$ cat src/return_with_immediate_rotate_defines.vh
// Constants for the literal-return and rotate-through-carry execution unit
`ifndef RET_IMM_ROTATE_DEFINES_VH
`define RET_IMM_ROTATE_DEFINES_VH
`define OP_RETURN_WITH_IMMEDIATE 4'hd
`define OP_ROTATE_LEFT_THROUGH_CARRY 6'h0d
`define OP_HI_MSB 13
`define OP_HI_LSB 10
`define OP_ROT_MSB 13
`define OP_ROT_LSB 8
`define DEST_BIT 7
`define FADDR_MSB 6
`define LIT_MSB 7
`define PHASES_PER_CYCLE 3'h4
`define PHASE_LAST 2'h3
`define PC_RESET 13'h0000
`endif

$ cat src/return_literal_and_rotate_ops.v
// Execution unit for literal return and rotate-left-through-carry
`default_nettype none
`include "return_with_immediate_rotate_defines.vh"
module return_literal_and_rotate_ops #(
   parameter PC_W = 13
) (
   input wire sys_clk, // Oscillator-rate clock
   input wire rst, // Asynchronous reset, active high
   input wire [13:0] instr, // Instruction word, held during its cycle
   input wire instr_valid, // Instruction present for execution
   input wire [7:0] file_rdata, // Contents of addressed file register
   input wire carry_in, // Current carry flag
   input wire [PC_W-1:0] stack_top_entry, // Return address at top of stack
   output reg [6:0] file_addr, // File register address
   output reg [7:0] file_wdata, // Data to write to file register
   output reg file_we, // File register write strobe
   output reg [7:0] acc_wdata, // Data to write to accumulator
   output reg acc_we, // Accumulator write strobe
   output reg carry_out, // New carry value
   output reg carry_we, // Carry write strobe
   output reg stack_pop, // Pop strobe to hardware stack
   output reg [PC_W-1:0] pc_load_value, // New program counter
   output reg pc_load, // Program counter load strobe
   output reg flush_nop, // Pipeline refill cycle in progress
   output reg cycle_end // Last oscillator period of an instruction cycle
);

   // Phases of one instruction cycle, one-hot; four oscillator periods per cycle
   localparam [3:0] PH_FIRST = 4'h1;
   localparam [3:0] PH_SECOND = 4'h2;
   localparam [3:0] PH_THIRD = 4'h4;
   localparam [3:0] PH_LAST = 4'h8;

   // Pipeline states, one-hot; the refill state swallows one instruction cycle
   localparam [1:0] RUN_NORMAL = 2'h1;
   localparam [1:0] RUN_REFILL = 2'h2;

   // Sequencer and decode signals
   reg [3:0] phase;
   reg [3:0] next_phase;
   reg [1:0] run_state;
   reg [1:0] next_run_state;
   wire last;
   wire refill;
   wire is_ret;
   wire is_rot;
   wire take_ret;
   wire take_rot;
   wire rot_to_file;
   wire rot_to_acc;
   wire [7:0] rotated;

   // Literal-return opcode match; the two don't-care bits are never looked at
   function is_return_op;
      input [13:0] word;
      begin
         is_return_op = (word[`OP_HI_MSB:`OP_HI_LSB] == `OP_RETURN_WITH_IMMEDIATE);
      end
   endfunction

   // Rotate opcode match; destination and address bits are left to the datapath
   function is_rotate_op;
      input [13:0] word;
      begin
         is_rotate_op = (word[`OP_ROT_MSB:`OP_ROT_LSB] == `OP_ROTATE_LEFT_THROUGH_CARRY);
      end
   endfunction

   // One step left through carry: old carry in at bit 0, bit 7 falls out
   function [7:0] rotate_left_carry;
      input [7:0] value;
      input carry;
      begin
         rotate_left_carry = {value[6:0], carry};
      end
   endfunction

   // Decode is gated off while the pipeline refills, so a fetched word is dropped
   assign last = (phase == PH_LAST);
   assign refill = (run_state == RUN_REFILL);
   assign is_ret = instr_valid && !refill && is_return_op(instr);
   assign is_rot = instr_valid && !refill && is_rotate_op(instr);

   // Work is committed only at the cycle's closing edge, once per instruction
   assign take_ret = last && is_ret;
   assign take_rot = last && is_rot;
   assign rot_to_file = take_rot && instr[`DEST_BIT];
   assign rot_to_acc = take_rot && !instr[`DEST_BIT];
   assign rotated = rotate_left_carry(file_rdata, carry_in);

   // Next phase: a fixed ring of four; an illegal code falls back to the first phase
   always @* begin
      next_phase = PH_FIRST;
      case (phase)
         PH_FIRST: begin
            next_phase = PH_SECOND;
         end
         PH_SECOND: begin
            next_phase = PH_THIRD;
         end
         PH_THIRD: begin
            next_phase = PH_LAST;
         end
         PH_LAST: begin
            next_phase = PH_FIRST;
         end
         default: begin
            next_phase = PH_FIRST;
         end
      endcase
   end

   // Phase register; cycle_end marks the last period so the core can align fetches
   always @(posedge sys_clk or posedge rst) begin
      if (rst) begin
         phase <= PH_FIRST;
         cycle_end <= 1'b0;
      end else begin
         phase <= next_phase;
         cycle_end <= (next_phase == PH_LAST);
      end
   end

   // Next pipeline state: a return costs a second, empty cycle for the refetch
   always @* begin
      next_run_state = run_state;
      case (run_state)
         RUN_NORMAL: begin
            if (take_ret) begin
               next_run_state = RUN_REFILL;
            end
         end
         RUN_REFILL: begin
            if (last) begin
               next_run_state = RUN_NORMAL;
            end
         end
         default: begin
            next_run_state = RUN_NORMAL;
         end
      endcase
   end

   // Pipeline state register; flush_nop mirrors the refill state for the core
   always @(posedge sys_clk or posedge rst) begin
      if (rst) begin
         run_state <= RUN_NORMAL;
         flush_nop <= 1'b0;
      end else begin
         run_state <= next_run_state;
         flush_nop <= (next_run_state == RUN_REFILL);
      end
   end

   // File address tracks the word every period so the register file can read early;
   // the rotate then sees settled read data by the cycle's closing edge
   always @(posedge sys_clk or posedge rst) begin
      if (rst) begin
         file_addr <= 7'h00;
      end else begin
         file_addr <= instr[`FADDR_MSB:0];
      end
   end

   // File write-back: only a rotate with destination 1 touches the register file
   always @(posedge sys_clk or posedge rst) begin
      if (rst) begin
         file_wdata <= 8'h00;
         file_we <= 1'b0;
      end else begin
         file_we <= rot_to_file;
         if (rot_to_file) begin
            file_wdata <= rotated;
         end
      end
   end

   // Accumulator write: the return's literal, or a rotate with destination 0;
   // both cannot fall in one cycle, since the opcodes are disjoint
   always @(posedge sys_clk or posedge rst) begin
      if (rst) begin
         acc_wdata <= 8'h00;
         acc_we <= 1'b0;
      end else begin
         acc_we <= take_ret || rot_to_acc;
         if (take_ret) begin
            acc_wdata <= instr[`LIT_MSB:0];
         end else if (rot_to_acc) begin
            acc_wdata <= rotated;
         end
      end
   end

   // Carry: the only status bit a rotate changes; the zero flag has no path here
   always @(posedge sys_clk or posedge rst) begin
      if (rst) begin
         carry_out <= 1'b0;
         carry_we <= 1'b0;
      end else begin
         carry_we <= take_rot;
         if (take_rot) begin
            carry_out <= file_rdata[7];
         end
      end
   end

   // Return control: pop the stack and reload the program counter together,
   // so the core never sees a popped stack with the old counter still in place
   always @(posedge sys_clk or posedge rst) begin
      if (rst) begin
         stack_pop <= 1'b0;
         pc_load <= 1'b0;
         pc_load_value <= `PC_RESET;
      end else begin
         stack_pop <= take_ret;
         pc_load <= take_ret;
         if (take_ret) begin
            pc_load_value <= stack_top_entry;
         end
      end
   end
endmodule // return_literal_and_rotate_ops
`default_nettype wire

$ cat config.mk
export PLATFORM = sky130hd
export DESIGN_NAME = return_literal_and_rotate_ops
export DESIGN_NICKNAME = d
export VERILOG_FILES = /design/src/return_literal_and_rotate_ops.v
export VERILOG_INCLUDE_DIRS = /design/src /design/src/src
export SDC_FILE = /design/constraint.sdc
export NUM_CORES = 1
export LEC_CHECK = 0
export BUFFER_PORTS_ARGS = -buffer_cell sky130_fd_sc_hd__buf_2
export CAP_MARGIN = 20
export CORE_MARGIN = 2
export CORE_UTILIZATION = 35
export CTS_BUF_LIST = sky130_fd_sc_hd__clkbuf_2 sky130_fd_sc_hd__clkbuf_4 sky130_fd_sc_hd__clkbuf_8
export DETAILED_ROUTE_END_ITERATION = 10
export PLACE_DENSITY = 0.61
export SLEW_MARGIN = 20
export SYNTH_ARGS = -nofsm -noshare
export SYNTH_HDL_FRONTEND = slang
export SYNTH_SLANG_ARGS = --single-unit
$ cat constraint.sdc
create_clock -name sys_clk -period 2 [get_ports sys_clk]
set_input_delay 0 -clock sys_clk [delete_from_list [all_inputs] [get_ports sys_clk]]
set_output_delay 0 -clock sys_clk [all_outputs]
set_load 0.05 [all_outputs]
==> results of run 1 <==
## worst max-delay path, cell delays in order (launching register included)
cell and delay [ns]:
dfstp_2 0.38, or4b_4 0.59, or3_1 0.41, a21oi_2 0.14, buf_4 0.15, a2bb2oi_1 0.16
## power by group
group / internal [W] / switching (W) / total (W)
logic: 0.000195 / 0.000365 / 0.000559
registers: 0.00107 / 0.0000388 / 0.00111
clock network: 0.000381 / 0.000350 / 0.000731
total: 0.00165 / 0.000754 / 0.00240
## per-stage QoR
step	power (W)	instances	utilization (%)	setup WS, ns	hold slack (ns)
final	0.00240	329	56.6	0.110	0.0253
after global routing	0.00251	329	56.6	0.00329	0.0303
after CTS	0.00242	329	56.6	0.00315	0.0160
after detailed placement	0.00164	291	48.3	-0.0214	-0.0618
after global placement	0.00164	291	48.3	0.0120	-0.0681
after floorplan	0.00150	130	-	-0.0231	0.0314
## timing repair
item,4_1_cts,5_1_grt
hold buffers,30,0
endpoints found under the hold margin,76,0
gates resized for setup,1,1
endpoints found under the setup margin,8,24
## synthesized netlist by cell type
| master | n |
|---|---|
| nor4_4 | 1 |
| a31oi_1 | 1 |
| buf_2 | 1 |
| a2bb2oi_1 | 8 |
| nand2_1 | 4 |
| o21ai_0 | 2 |
| nor3_4 | 1 |
| or4b_1 | 1 |
| nor4b_1 | 5 |
| nand4_1 | 1 |
| buf_6 | 1 |
| a21bo_2 | 1 |
| nand3b_1 | 3 |
| a21oi_2 | 1 |
| nand2b_1 | 2 |
| nor2b_1 | 1 |
| a21oi_1 | 1 |
| o22ai_1 | 7 |
| nand3_2 | 1 |
| ha_1 | 2 |
| nand3_1 | 2 |
| clkbuf_1 | 1 |
| inv_1 | 4 |
| buf_4 | 1 |
| nor3_1 | 1 |
| and2_1 | 3 |
| dfrtp_1 | 47 |
| dfstp_2 | 2 |
| o21bai_1 | 1 |
| or3_1 | 1 |
| mux2_2 | 22 |
## kinds of logic after synthesis
kind of cell	synth area share, %
and+or+nand+nor	10.7
buffers and inverters	2.23
adders and majority gates	1.31
muxes	13.0
DFF	64.4
AOI/OAI and AO/OA	8.45
## layer usage
metal	wire length [um]	vias up
met5	0	-
met4	65	0
met3	210	6
met2	2210	53
met1	2070	727
li1	-	730
## cell type report
class                           instances  area, um^2
Multi-Input combinational cell         73         672
Timing Repair Buffer                  125         808
Clock buffer                            5        68.8
Inverter                                4        15.0
Fill cell                             427        2240
Clock inverter                          3        48.8
Tap cell                               70        87.6
Sequential cell                        49        1230
## worst min path at each step
| stage | startpoint | to | slack, ns | cells after the start |
|---|---|---|---|---|
| after floorplan | instr[0] | file_addr[0] | 0.03 | 0 |
| final | instr[7] | acc_wdata[7] | 0.03 | 3 |
| after detailed placement | rst | pc_load_value[0] | -0.06 | 2 |
| after global routing | instr[7] | acc_wdata[7] | 0.03 | 3 |
| after CTS | instr[7] | acc_wdata[7] | 0.02 | 3 |
| after global placement | rst | pc_load_value[0] | -0.07 | 2 |
## sequential cells by signal (all words and copies together) (netlist names)
name,count
file_addr,7
run_state,2
file_we,1
carry_out,1
carry_we,1
cycle_end,1
acc_we,1
file_wdata,8
pc_load,1
flush_nop,1
pc_load_value,13
phase,4
acc_wdata,8
## cell usage in the layout (no fill, tap or decap), types with 2 or more instances in the layout
master,synthesis,final
dfstp_2,2,2
nand2_1,4,4
o21ai_0,2,2
nor4b_1,5,5
dlygate4sd3_1,0,30
buf_4,1,13
clkbuf_8,0,5
a2bb2oi_1,8,8
mux2_2,22,16
o22ai_1,7,7
nand3_1,2,2
mux2_4,0,6
inv_1,4,3
ha_1,2,2
nand2b_1,2,2
dfrtp_1,47,47
nand3b_1,3,3
and2_1,3,3
buf_2,1,82
==> impl_metrics.py, run 1 <==
metrics = {
    "run_status": {
        "status": "finished clean",
    },
    "drt": {
        "dr.pass1.iters": 4,
        "wl_per_cell_um": 13.8,
        "vias": 1516,
        "drt_iter0_drc": 57,
        "drc": 0,
        "wl_um": 4550,
        "antenna_left": 0,
        "viasPerCell": 4.61,
    },
    "finish": {
        "num-nets-final": 299,
        "diodes": 0,
        "drive_gt1_share_pct": 51.7,
        "final_area_mm2": 0.00293,
        "area_delta_synth_final_pct": 53.4,
    },
    "critical_path": {
        "end_kind": "flop",
        "ff2ff_path_depth": 5,
        "start_kind": "flop",
        "startpoint": "phase[0]",
        "setup.worst_path.end": "acc_wdata[4]",
        "required_ns": 2.23,
        "worstSetupPathType": "flop to flop",
        "reg2reg_to": "acc_wdata[4]",
        "rr_startpoint": "phase[0]",
        "regToRegSetupSlack_ns": 0.11,
        "worstPathArrival_ns": 2.12,
        "cp_max_fo": 5,
    },
    "die": {
        "start_util_pct": 36.9,
        "core_area_mm2": 0.00517,
        "ios": 83,
        "die_area_mm2": 0.00606,
        "die-width_um": 77.9,
        "rows": 26,
        "die_h_um": 77.9,
    },
    "sta": {
        "hold_violations": 0,
        "finalSetupTns_ns": 0,
        "max_freq_ghz": 0.529,
        "finalClockSkew_ns": 0.0157,
        "slew_headroom_pct": 70.7,
        "period_minus_slack_ns": 1.89,
        "slew_violations": 0,
        "finalCritPeriodShare_pct": 94.5,
        "rsz0062_at_grt": "no",
        "worstMarginPinSlew_ns": 0.433,
        "finalSetupViolations": 0,
    },
    "place": {
        "placed_area_mm2": 0.00250,
        "gp_congestion": 0.767,
        "hpwlAfterDp_um": 3100,
        "port_buffers": 82,
    },
    "grt": {
        "grt_max_degree": 22,
        "grt-ovfl-total": 0,
        "use_met1_pct": 20.2,
        "grt_pass1_vias": 1567,
        "grt_first_pass_wirelength_um": 7480,
        "antenna_found_initial": 0,
        "grt.met2_usage_pct": 26.7,
        "met3_usage_pct": 4.30,
        "busiest_layer": "met2",
        "grt_use_total_pct": 16.0,
    },
    "logic_synthesis": {
        "synth_area_leaders": "dfrtp_1 (62%), mux2_2 (13%), a2bb2oi_1 (3.7%)",
        "yosysWarningCount": 0,
        "seq_area_frac_synth_pct": 64.4,
        "synth_area_per_cell_um2": 14.7,
        "ys_ff_latch": 49,
        "netlist_area_mm2": 0.00191,
        "synthCells": 130,
        "synth_nets": 171,
        "yosys.area.top_type": "dfrtp_1",
        "netlist-cell-type-count": 31,
        "synth.top_cell.area_share_pct": 61.6,
    },
    "power": {
        "p_leak_nw": 1.50,
        "peakVddDrop_mv": 0.446,
        "p_per_area_mw_per_mm2": 820,
    },
    "cts": {
        "cts.sinks": 49,
        "cts_inserted_buffers": 5,
        "clockRootBuffer": "clkbuf_8",
        "htree_levels": 2,
        "clk_latency_ns": 0.31,
        "cts_tree": "yes",
        "clockBufferDepth": 2,
        "clk_pin_slew_ns": 0.10,
        "cts_setup_buffers": 0,
    },
    "min_path": {
        "min_path_type": "primary input to flop",
    },
    "run": {
        "cap_violations": 0,
    },
}
Power figures use the tool's default switching activity.
==> run 2: changes to the inputs <==
CORE_MARGIN = 10   (was 2)
SETUP_SLACK_MARGIN = 0.05   (was default)
==> run 2 against run 1 <==
Effect of this change:
- combinational power rose by 2%
- largest power group unchanged
- register-to-register slack barely moved
- critical path type unchanged
- worst setup slack improved by 0.013 ns
- critical path depth fell by 1
- fmax rose by 0.68%
- non-clock buffer count rose by 1
- final area rose by 0.30%
- sequential share of layout area fell by 0.13 points
- clock skew fell by 0.013 ns
- final cell count fell by 0.30%
==> impl_metrics.py, run 2 (synthesized netlist as in run 1, its figures left out) <==
metrics = {
    "power": {
        "p_per_area_mw_per_mm2": 749,
        "p_sw_w": 0.000703,
        "p_total_w": 0.00220,
        "combinationalPowerShare_pct": 25.8,
        "peakVddDrop_mv": 0.457,
        "seqPwrFrac_pct": 50.4,
        "swShare_pct": 31.9,
        "p_leak_nw": 1.50,
        "p_int_w": 0.00150,
        "clock_power_share_pct": 23.8,
    },
    "finish": {
        "num-nets-final": 300,
        "top_regs": "pc_load_value x13, acc_wdata x8, file_wdata x8",
        "diodes": 0,
        "regMostFlops": "pc_load_value",
        "final_cell_mix": "buf_2 (82), dfrtp_1 (47), dlygate4sd3_1 (30)",
        "area.sequential_mm2": 0.00123,
        "area_delta_synth_final_pct": 53.9,
        "multi_input_area_um2": 687,
        "largest_register_ffs": 13,
        "drive_gt1_share_pct": 52.3,
        "layout_commonest_cell": "buf_2",
        "final_core_util_pct": 56.4,
        "fillers": 449,
    },
    "grt": {
        "grt_first_pass_wirelength_um": 8340,
        "grt_use_total_pct": 11.8,
        "grt-ovfl-total": 0,
        "grt_pass1_vias": 1652,
        "antenna_found_initial": 0,
        "grt_max_degree": 29,
    },
    "critical_path": {
        "worstPathArrival_ns": 2.09,
        "ff2ff_path_depth": 4,
        "required_ns": 2.22,
        "worstSetupPathType": "flop to flop",
        "regToRegSetupSlack_ns": 0.12,
        "start_kind": "flop",
        "cp_max_fo": 8,
        "crit_slowest_cell": "or4b_4",
        "critical-path-top-delay-family": "simple AND/OR/NAND/NOR gates",
        "reg2reg_to": "acc_wdata[5]",
        "max_stage_delay_ns": 0.58,
        "path_cells": "or4b_4 -> or3_4 -> a21oi_4 -> a2bb2oi_1",
        "end_kind": "flop",
        "rr_startpoint": "phase[1]",
        "critPathBufInv": 0,
    },
    "sta": {
        "hold_violations": 0,
        "max_freq_ghz": 0.533,
        "worstMarginPinSlew_ns": 0.573,
        "setup_ws_ns": 0.122,
        "finalSetupTns_ns": 0,
        "slew_headroom_pct": 61.8,
        "period_minus_slack_ns": 1.88,
        "rsz0062_at_grt": "yes",
        "holdWs_ns": 0.0218,
        "finalClockSkew_ns": 0.00241,
        "slew_violations": 0,
        "finalCritPeriodShare_pct": 93.9,
        "finalSetupViolations": 0,
    },
    "die": {
        "ios": 83,
        "die_area_mm2": 0.00881,
        "rows": 26,
        "die-width_um": 93.9,
        "core_area_mm2": 0.00520,
        "start_util_pct": 36.7,
        "die_h_um": 93.9,
    },
    "run_status": {
        "status": "finished clean",
    },
    "place": {
        "place_ws_ns": -0.0795,
        "hpwlAfterDp_um": 3840,
        "port_buffers": 82,
        "gp_congestion": 0.744,
    },
    "cts": {
        "clk_pin_slew_ns": 0.08,
        "htree_levels": 2,
        "cts_tree": "yes",
        "clockRootBuffer": "clkbuf_8",
        "clk_latency_ns": 0.29,
        "clockBufferDepth": 2,
        "cts.sinks": 49,
        "cts_inserted_buffers": 5,
    },
    "drt": {
        "antenna_left": 0,
        "vias": 1526,
        "drc": 0,
        "wl_um": 5240,
        "viasPerCell": 4.65,
        "dr.pass1.iters": 4,
        "drt_iter0_drc": 40,
        "wl_per_cell_um": 16.0,
    },
    "min_path": {
        "hold_end": "acc_wdata[7]",
        "min_path_type": "primary input to flop",
        "worstHoldPathCells": 3,
        "hp-start": "instr[7]",
    },
    "run": {
        "cap_violations": 0,
    },
}
==> run 2: cell types whose count changed in the layout (fill, tap and decap cells not counted), sizes merged <==
cell / before / now
clkinvlp: 1 / 0
inv: 5 / 4
clkbuf: 5 / 6
clkinv: 0 / 1
bufinv: 1 / 0
==> run 2: worst reg2reg max path: stages (launching register included) <==
cell and delay [ns]:
dfrtp_1 0.39, or4b_4 0.58, or3_4 0.41, a21oi_4 0.24, a2bb2oi_1 0.19
==> run 2: repair_timing <==
item / in CTS / in global routing
cloned: 0 / 1
setup endpoints to repair: 29 / 21
resized for setup: 3 / 2
endpoints found under the hold margin: 54 / 0
hold buffers: 30 / 0
setup buffers: 1 / 1
==> run 2: metrics by stage <==
stage / area (um^2) / instances
after floorplan: 1940 / 130
after global placement: 2500 / 289
after detailed placement: 2500 / 289
after CTS: 2900 / 326
after global routing: 2940 / 328
final: 2940 / 328
==> run 2: routing by layer <==
metal / wire [um] / vias up / global-route usage [%]
met5: 0 / - / 0
met1: 2140 / 744 / 13.4
met3: 437 / 7 / 4.96
met4: 55 / 0 / 3.04
met2: 2610 / 46 / 20.0
li1: - / 729 / -
==> run 2: power groups by stage <==
stage	Clock, W	Combinational (W)	Sequential [W]
final	0.000525	0.000568	0.00111
after global routing	0.000590	0.000608	0.00112
after CTS	0.000549	0.000572	0.00111
after detailed placement	0	0.000524	0.00113
after global placement	0	0.000521	0.00113
after floorplan	0	0.000140	0.00136
==> run 2: worst max path at each step <==
stage	from	end	slack, ns	depth (start not counted)
2_1_floorplan	phase[1]	pc_load_value[0]	-0.02	5
3_3_place_gp	phase[0]	acc_wdata[2]	-0.006	4
3_5_place_dp	phase[0]	acc_wdata[1]	-0.08	4
4_1_cts	run_state[0]	pc_load_value[7]	0.06	5
5_1_grt	run_state[0]	pc_load_value[9]	0.05	6
6_report	phase[1]	acc_wdata[5]	0.12	4
==> run 2: layout make-up <==
class                   instances  area share [%]
clock inverters                 1           0.170
clock buffers                   5            2.34
repair buffers                126            28.8
multi-input cells              73            23.4
flip-flops and latches         49            41.8
well taps                      70            2.98
inverters                       4           0.511
==> run 3: changes to the inputs <==
REMOVE_ABC_BUFFERS = 1   (was default)
==> run 3 against run 2 <==
Effect of this change:
- critical path type unchanged
- via count rose by 0.33%
- hold slack improved by 0.20 ns
- first-iteration DRC count fell by 53%
- highest routed layer unchanged
==> impl_metrics.py, run 3 (synthesized netlist as in run 1, its figures left out) <==
metrics = {
    "run_status": {
        "status": "finished clean",
    },
    "finish": {
        "area_delta_synth_final_pct": 54.8,
        "regMostFlops": "pc_load_value",
        "layout_commonest_cell": "buf_2",
        "final_area_mm2": 0.00296,
        "final_cell_mix": "buf_2 (82), dfrtp_1 (47), dlygate4sd3_1 (31)",
        "largest_register_ffs": 13,
        "top_regs": "pc_load_value x13, acc_wdata x8, file_wdata x8",
        "drive_gt1_share_pct": 52.9,
        "num-nets-final": 301,
        "diodes": 0,
    },
    "critical_path": {
        "cp_max_fo": 8,
        "worstPathArrival_ns": 2.08,
        "required_ns": 2.21,
        "rr_startpoint": "phase[1]",
        "reg2reg_to": "acc_wdata[4]",
        "worstSetupPathType": "flop to flop",
        "critPathBufInv": 1,
        "crit_slowest_cell": "or4b_4",
        "critical-path-top-delay-family": "simple AND/OR/NAND/NOR gates",
        "start_kind": "flop",
        "end_kind": "flop",
        "regToRegSetupSlack_ns": 0.13,
        "path_cells": "or4b_4 -> or3_4 -> a21oi_2 -> buf_6 -> a2bb2oi_1",
        "ff2ff_path_depth": 5,
        "max_stage_delay_ns": 0.59,
    },
    "die": {
        "start_util_pct": 36.7,
        "core_area_mm2": 0.00520,
        "ios": 83,
        "die_h_um": 93.9,
        "rows": 26,
        "die_area_mm2": 0.00881,
        "die-width_um": 93.9,
    },
    "sta": {
        "slew_headroom_pct": 50.3,
        "finalSetupViolations": 0,
        "worstMarginPinSlew_ns": 0.745,
        "finalCritPeriodShare_pct": 93.4,
        "rsz0062_at_grt": "yes",
        "max_freq_ghz": 0.536,
        "period_minus_slack_ns": 1.87,
        "finalClockSkew_ns": 0.00640,
        "finalSetupTns_ns": 0,
        "hold_violations": 0,
        "slew_violations": 0,
    },
    "cts": {
        "cts_inserted_buffers": 5,
        "cts.sinks": 49,
        "htree_levels": 2,
        "clockBufferDepth": 2,
        "cts_tree": "yes",
        "clk_latency_ns": 0.29,
        "clockRootBuffer": "clkbuf_8",
        "clk_pin_slew_ns": 0.08,
    },
    "drt": {
        "drt_iter0_drc": 19,
        "viasPerCell": 4.63,
        "wl_um": 4990,
        "wl_per_cell_um": 15.1,
        "vias": 1531,
        "drc": 0,
        "dr.pass1.iters": 4,
        "antenna_left": 0,
    },
    "place": {
        "port_buffers": 82,
        "gp_congestion": 0.743,
        "hpwlAfterDp_um": 3470,
        "placed_area_mm2": 0.00248,
    },
    "grt": {
        "grt-ovfl-total": 0,
        "antenna_found_initial": 0,
        "grt_pass1_vias": 1669,
        "grt_use_total_pct": 11.5,
        "grt_max_degree": 38,
        "grt_first_pass_wirelength_um": 8270,
    },
    "run": {
        "cap_violations": 0,
    },
    "power": {
        "p_per_area_mw_per_mm2": 810,
        "peakVddDrop_mv": 0.626,
        "p_leak_nw": 1.51,
    },
    "min_path": {
        "worstHoldPathCells": 4,
        "hp-start": "instr[11]",
        "hold_end": "acc_wdata[7]",
        "min_path_type": "primary input to flop",
    },
}
==> run 3: changes by cell type in the layout (fill, tap and decap cells not counted), sizes merged <==
| cell | delta |
|---|---|
| dlygate4sd3 | +1 |
| bufinv | +1 |
| clkinv | -1 |
| buf | +1 |
| clkbuf | +1 |
==> run 3: metal layers <==
metal  up-vias  wire length, um  track usage (%)
li1        736                -                -
met1       736             2010             12.8
met2        57             2450             19.5
met3         2              512             5.60
met4         0               17             2.28
met5         -                0                0
==> run 3: power by group <==
group | switching (W) | total (W) | internal, W
sequential | 0.0000404 | 0.00111 | 0.00107
clock | 0.000303 | 0.000724 | 0.000421
combinational | 0.000367 | 0.000559 | 0.000192
total | 0.000710 | 0.00240 | 0.00169
==> run 3: repair_timing <==
| action | in CTS | in global routing |
|---|---|---|
| setup endpoints to repair | 28 | 28 |
| pin swaps | 1 | 0 |
| endpoints found under the hold margin | 63 | 0 |
| hold buffers | 31 | 0 |
| setup buffers | 0 | 2 |
| resized for setup | 1 | 5 |
==> run 3: final cells by class <==
type | instances | area (um^2)
tap | 70 | 87.6
clock inverter | 1 | 30.0
sequential | 49 | 1230
timing repair buffer | 127 | 842
fill | 434 | 2250
inverter | 4 | 15.0
clock buffer | 7 | 90.1
multi-input combinational | 73 | 663
==> run 3: worst max-delay path by stage <==
| stage | from | slack [ns] | endpoint | cells past startpoint |
|---|---|---|---|---|
| CTS | run_state[0] | 0.06 | pc_load_value[0] | 5 |
| finish | phase[1] | 0.13 | acc_wdata[4] | 5 |
| detailed placement | phase[1] | -0.06 | pc_load_value[0] | 4 |
| global placement | phase[1] | -0.02 | pc_load_value[6] | 4 |
| global route | phase[1] | 0.01 | acc_wdata[0] | 5 |
| floorplan | phase[1] | -0.27 | pc_load_value[0] | 3 |
==> run 3: worst register-to-register path, cell delays in order (launching register included) <==
cell and delay (ns):
dfrtp_1 0.38, or4b_4 0.59, or3_4 0.40, a21oi_2 0.12, buf_6 0.14, a2bb2oi_1 0.16
==> run 3: per-stage QoR <==
step	instances	hold slack [ns]	power [W]	utilization, %	setup slack (ns)
2_1_floorplan	126	0.0314	0.00149	-	-0.275
3_3_place_gp	290	0.123	0.00164	47.7	-0.0171
3_5_place_dp	290	0.125	0.00164	47.7	-0.0599
4_1_cts	329	0.193	0.00241	56.0	0.0612
5_1_grt	331	0.232	0.00252	56.8	0.0132
6_report	331	0.224	0.00240	56.8	0.133
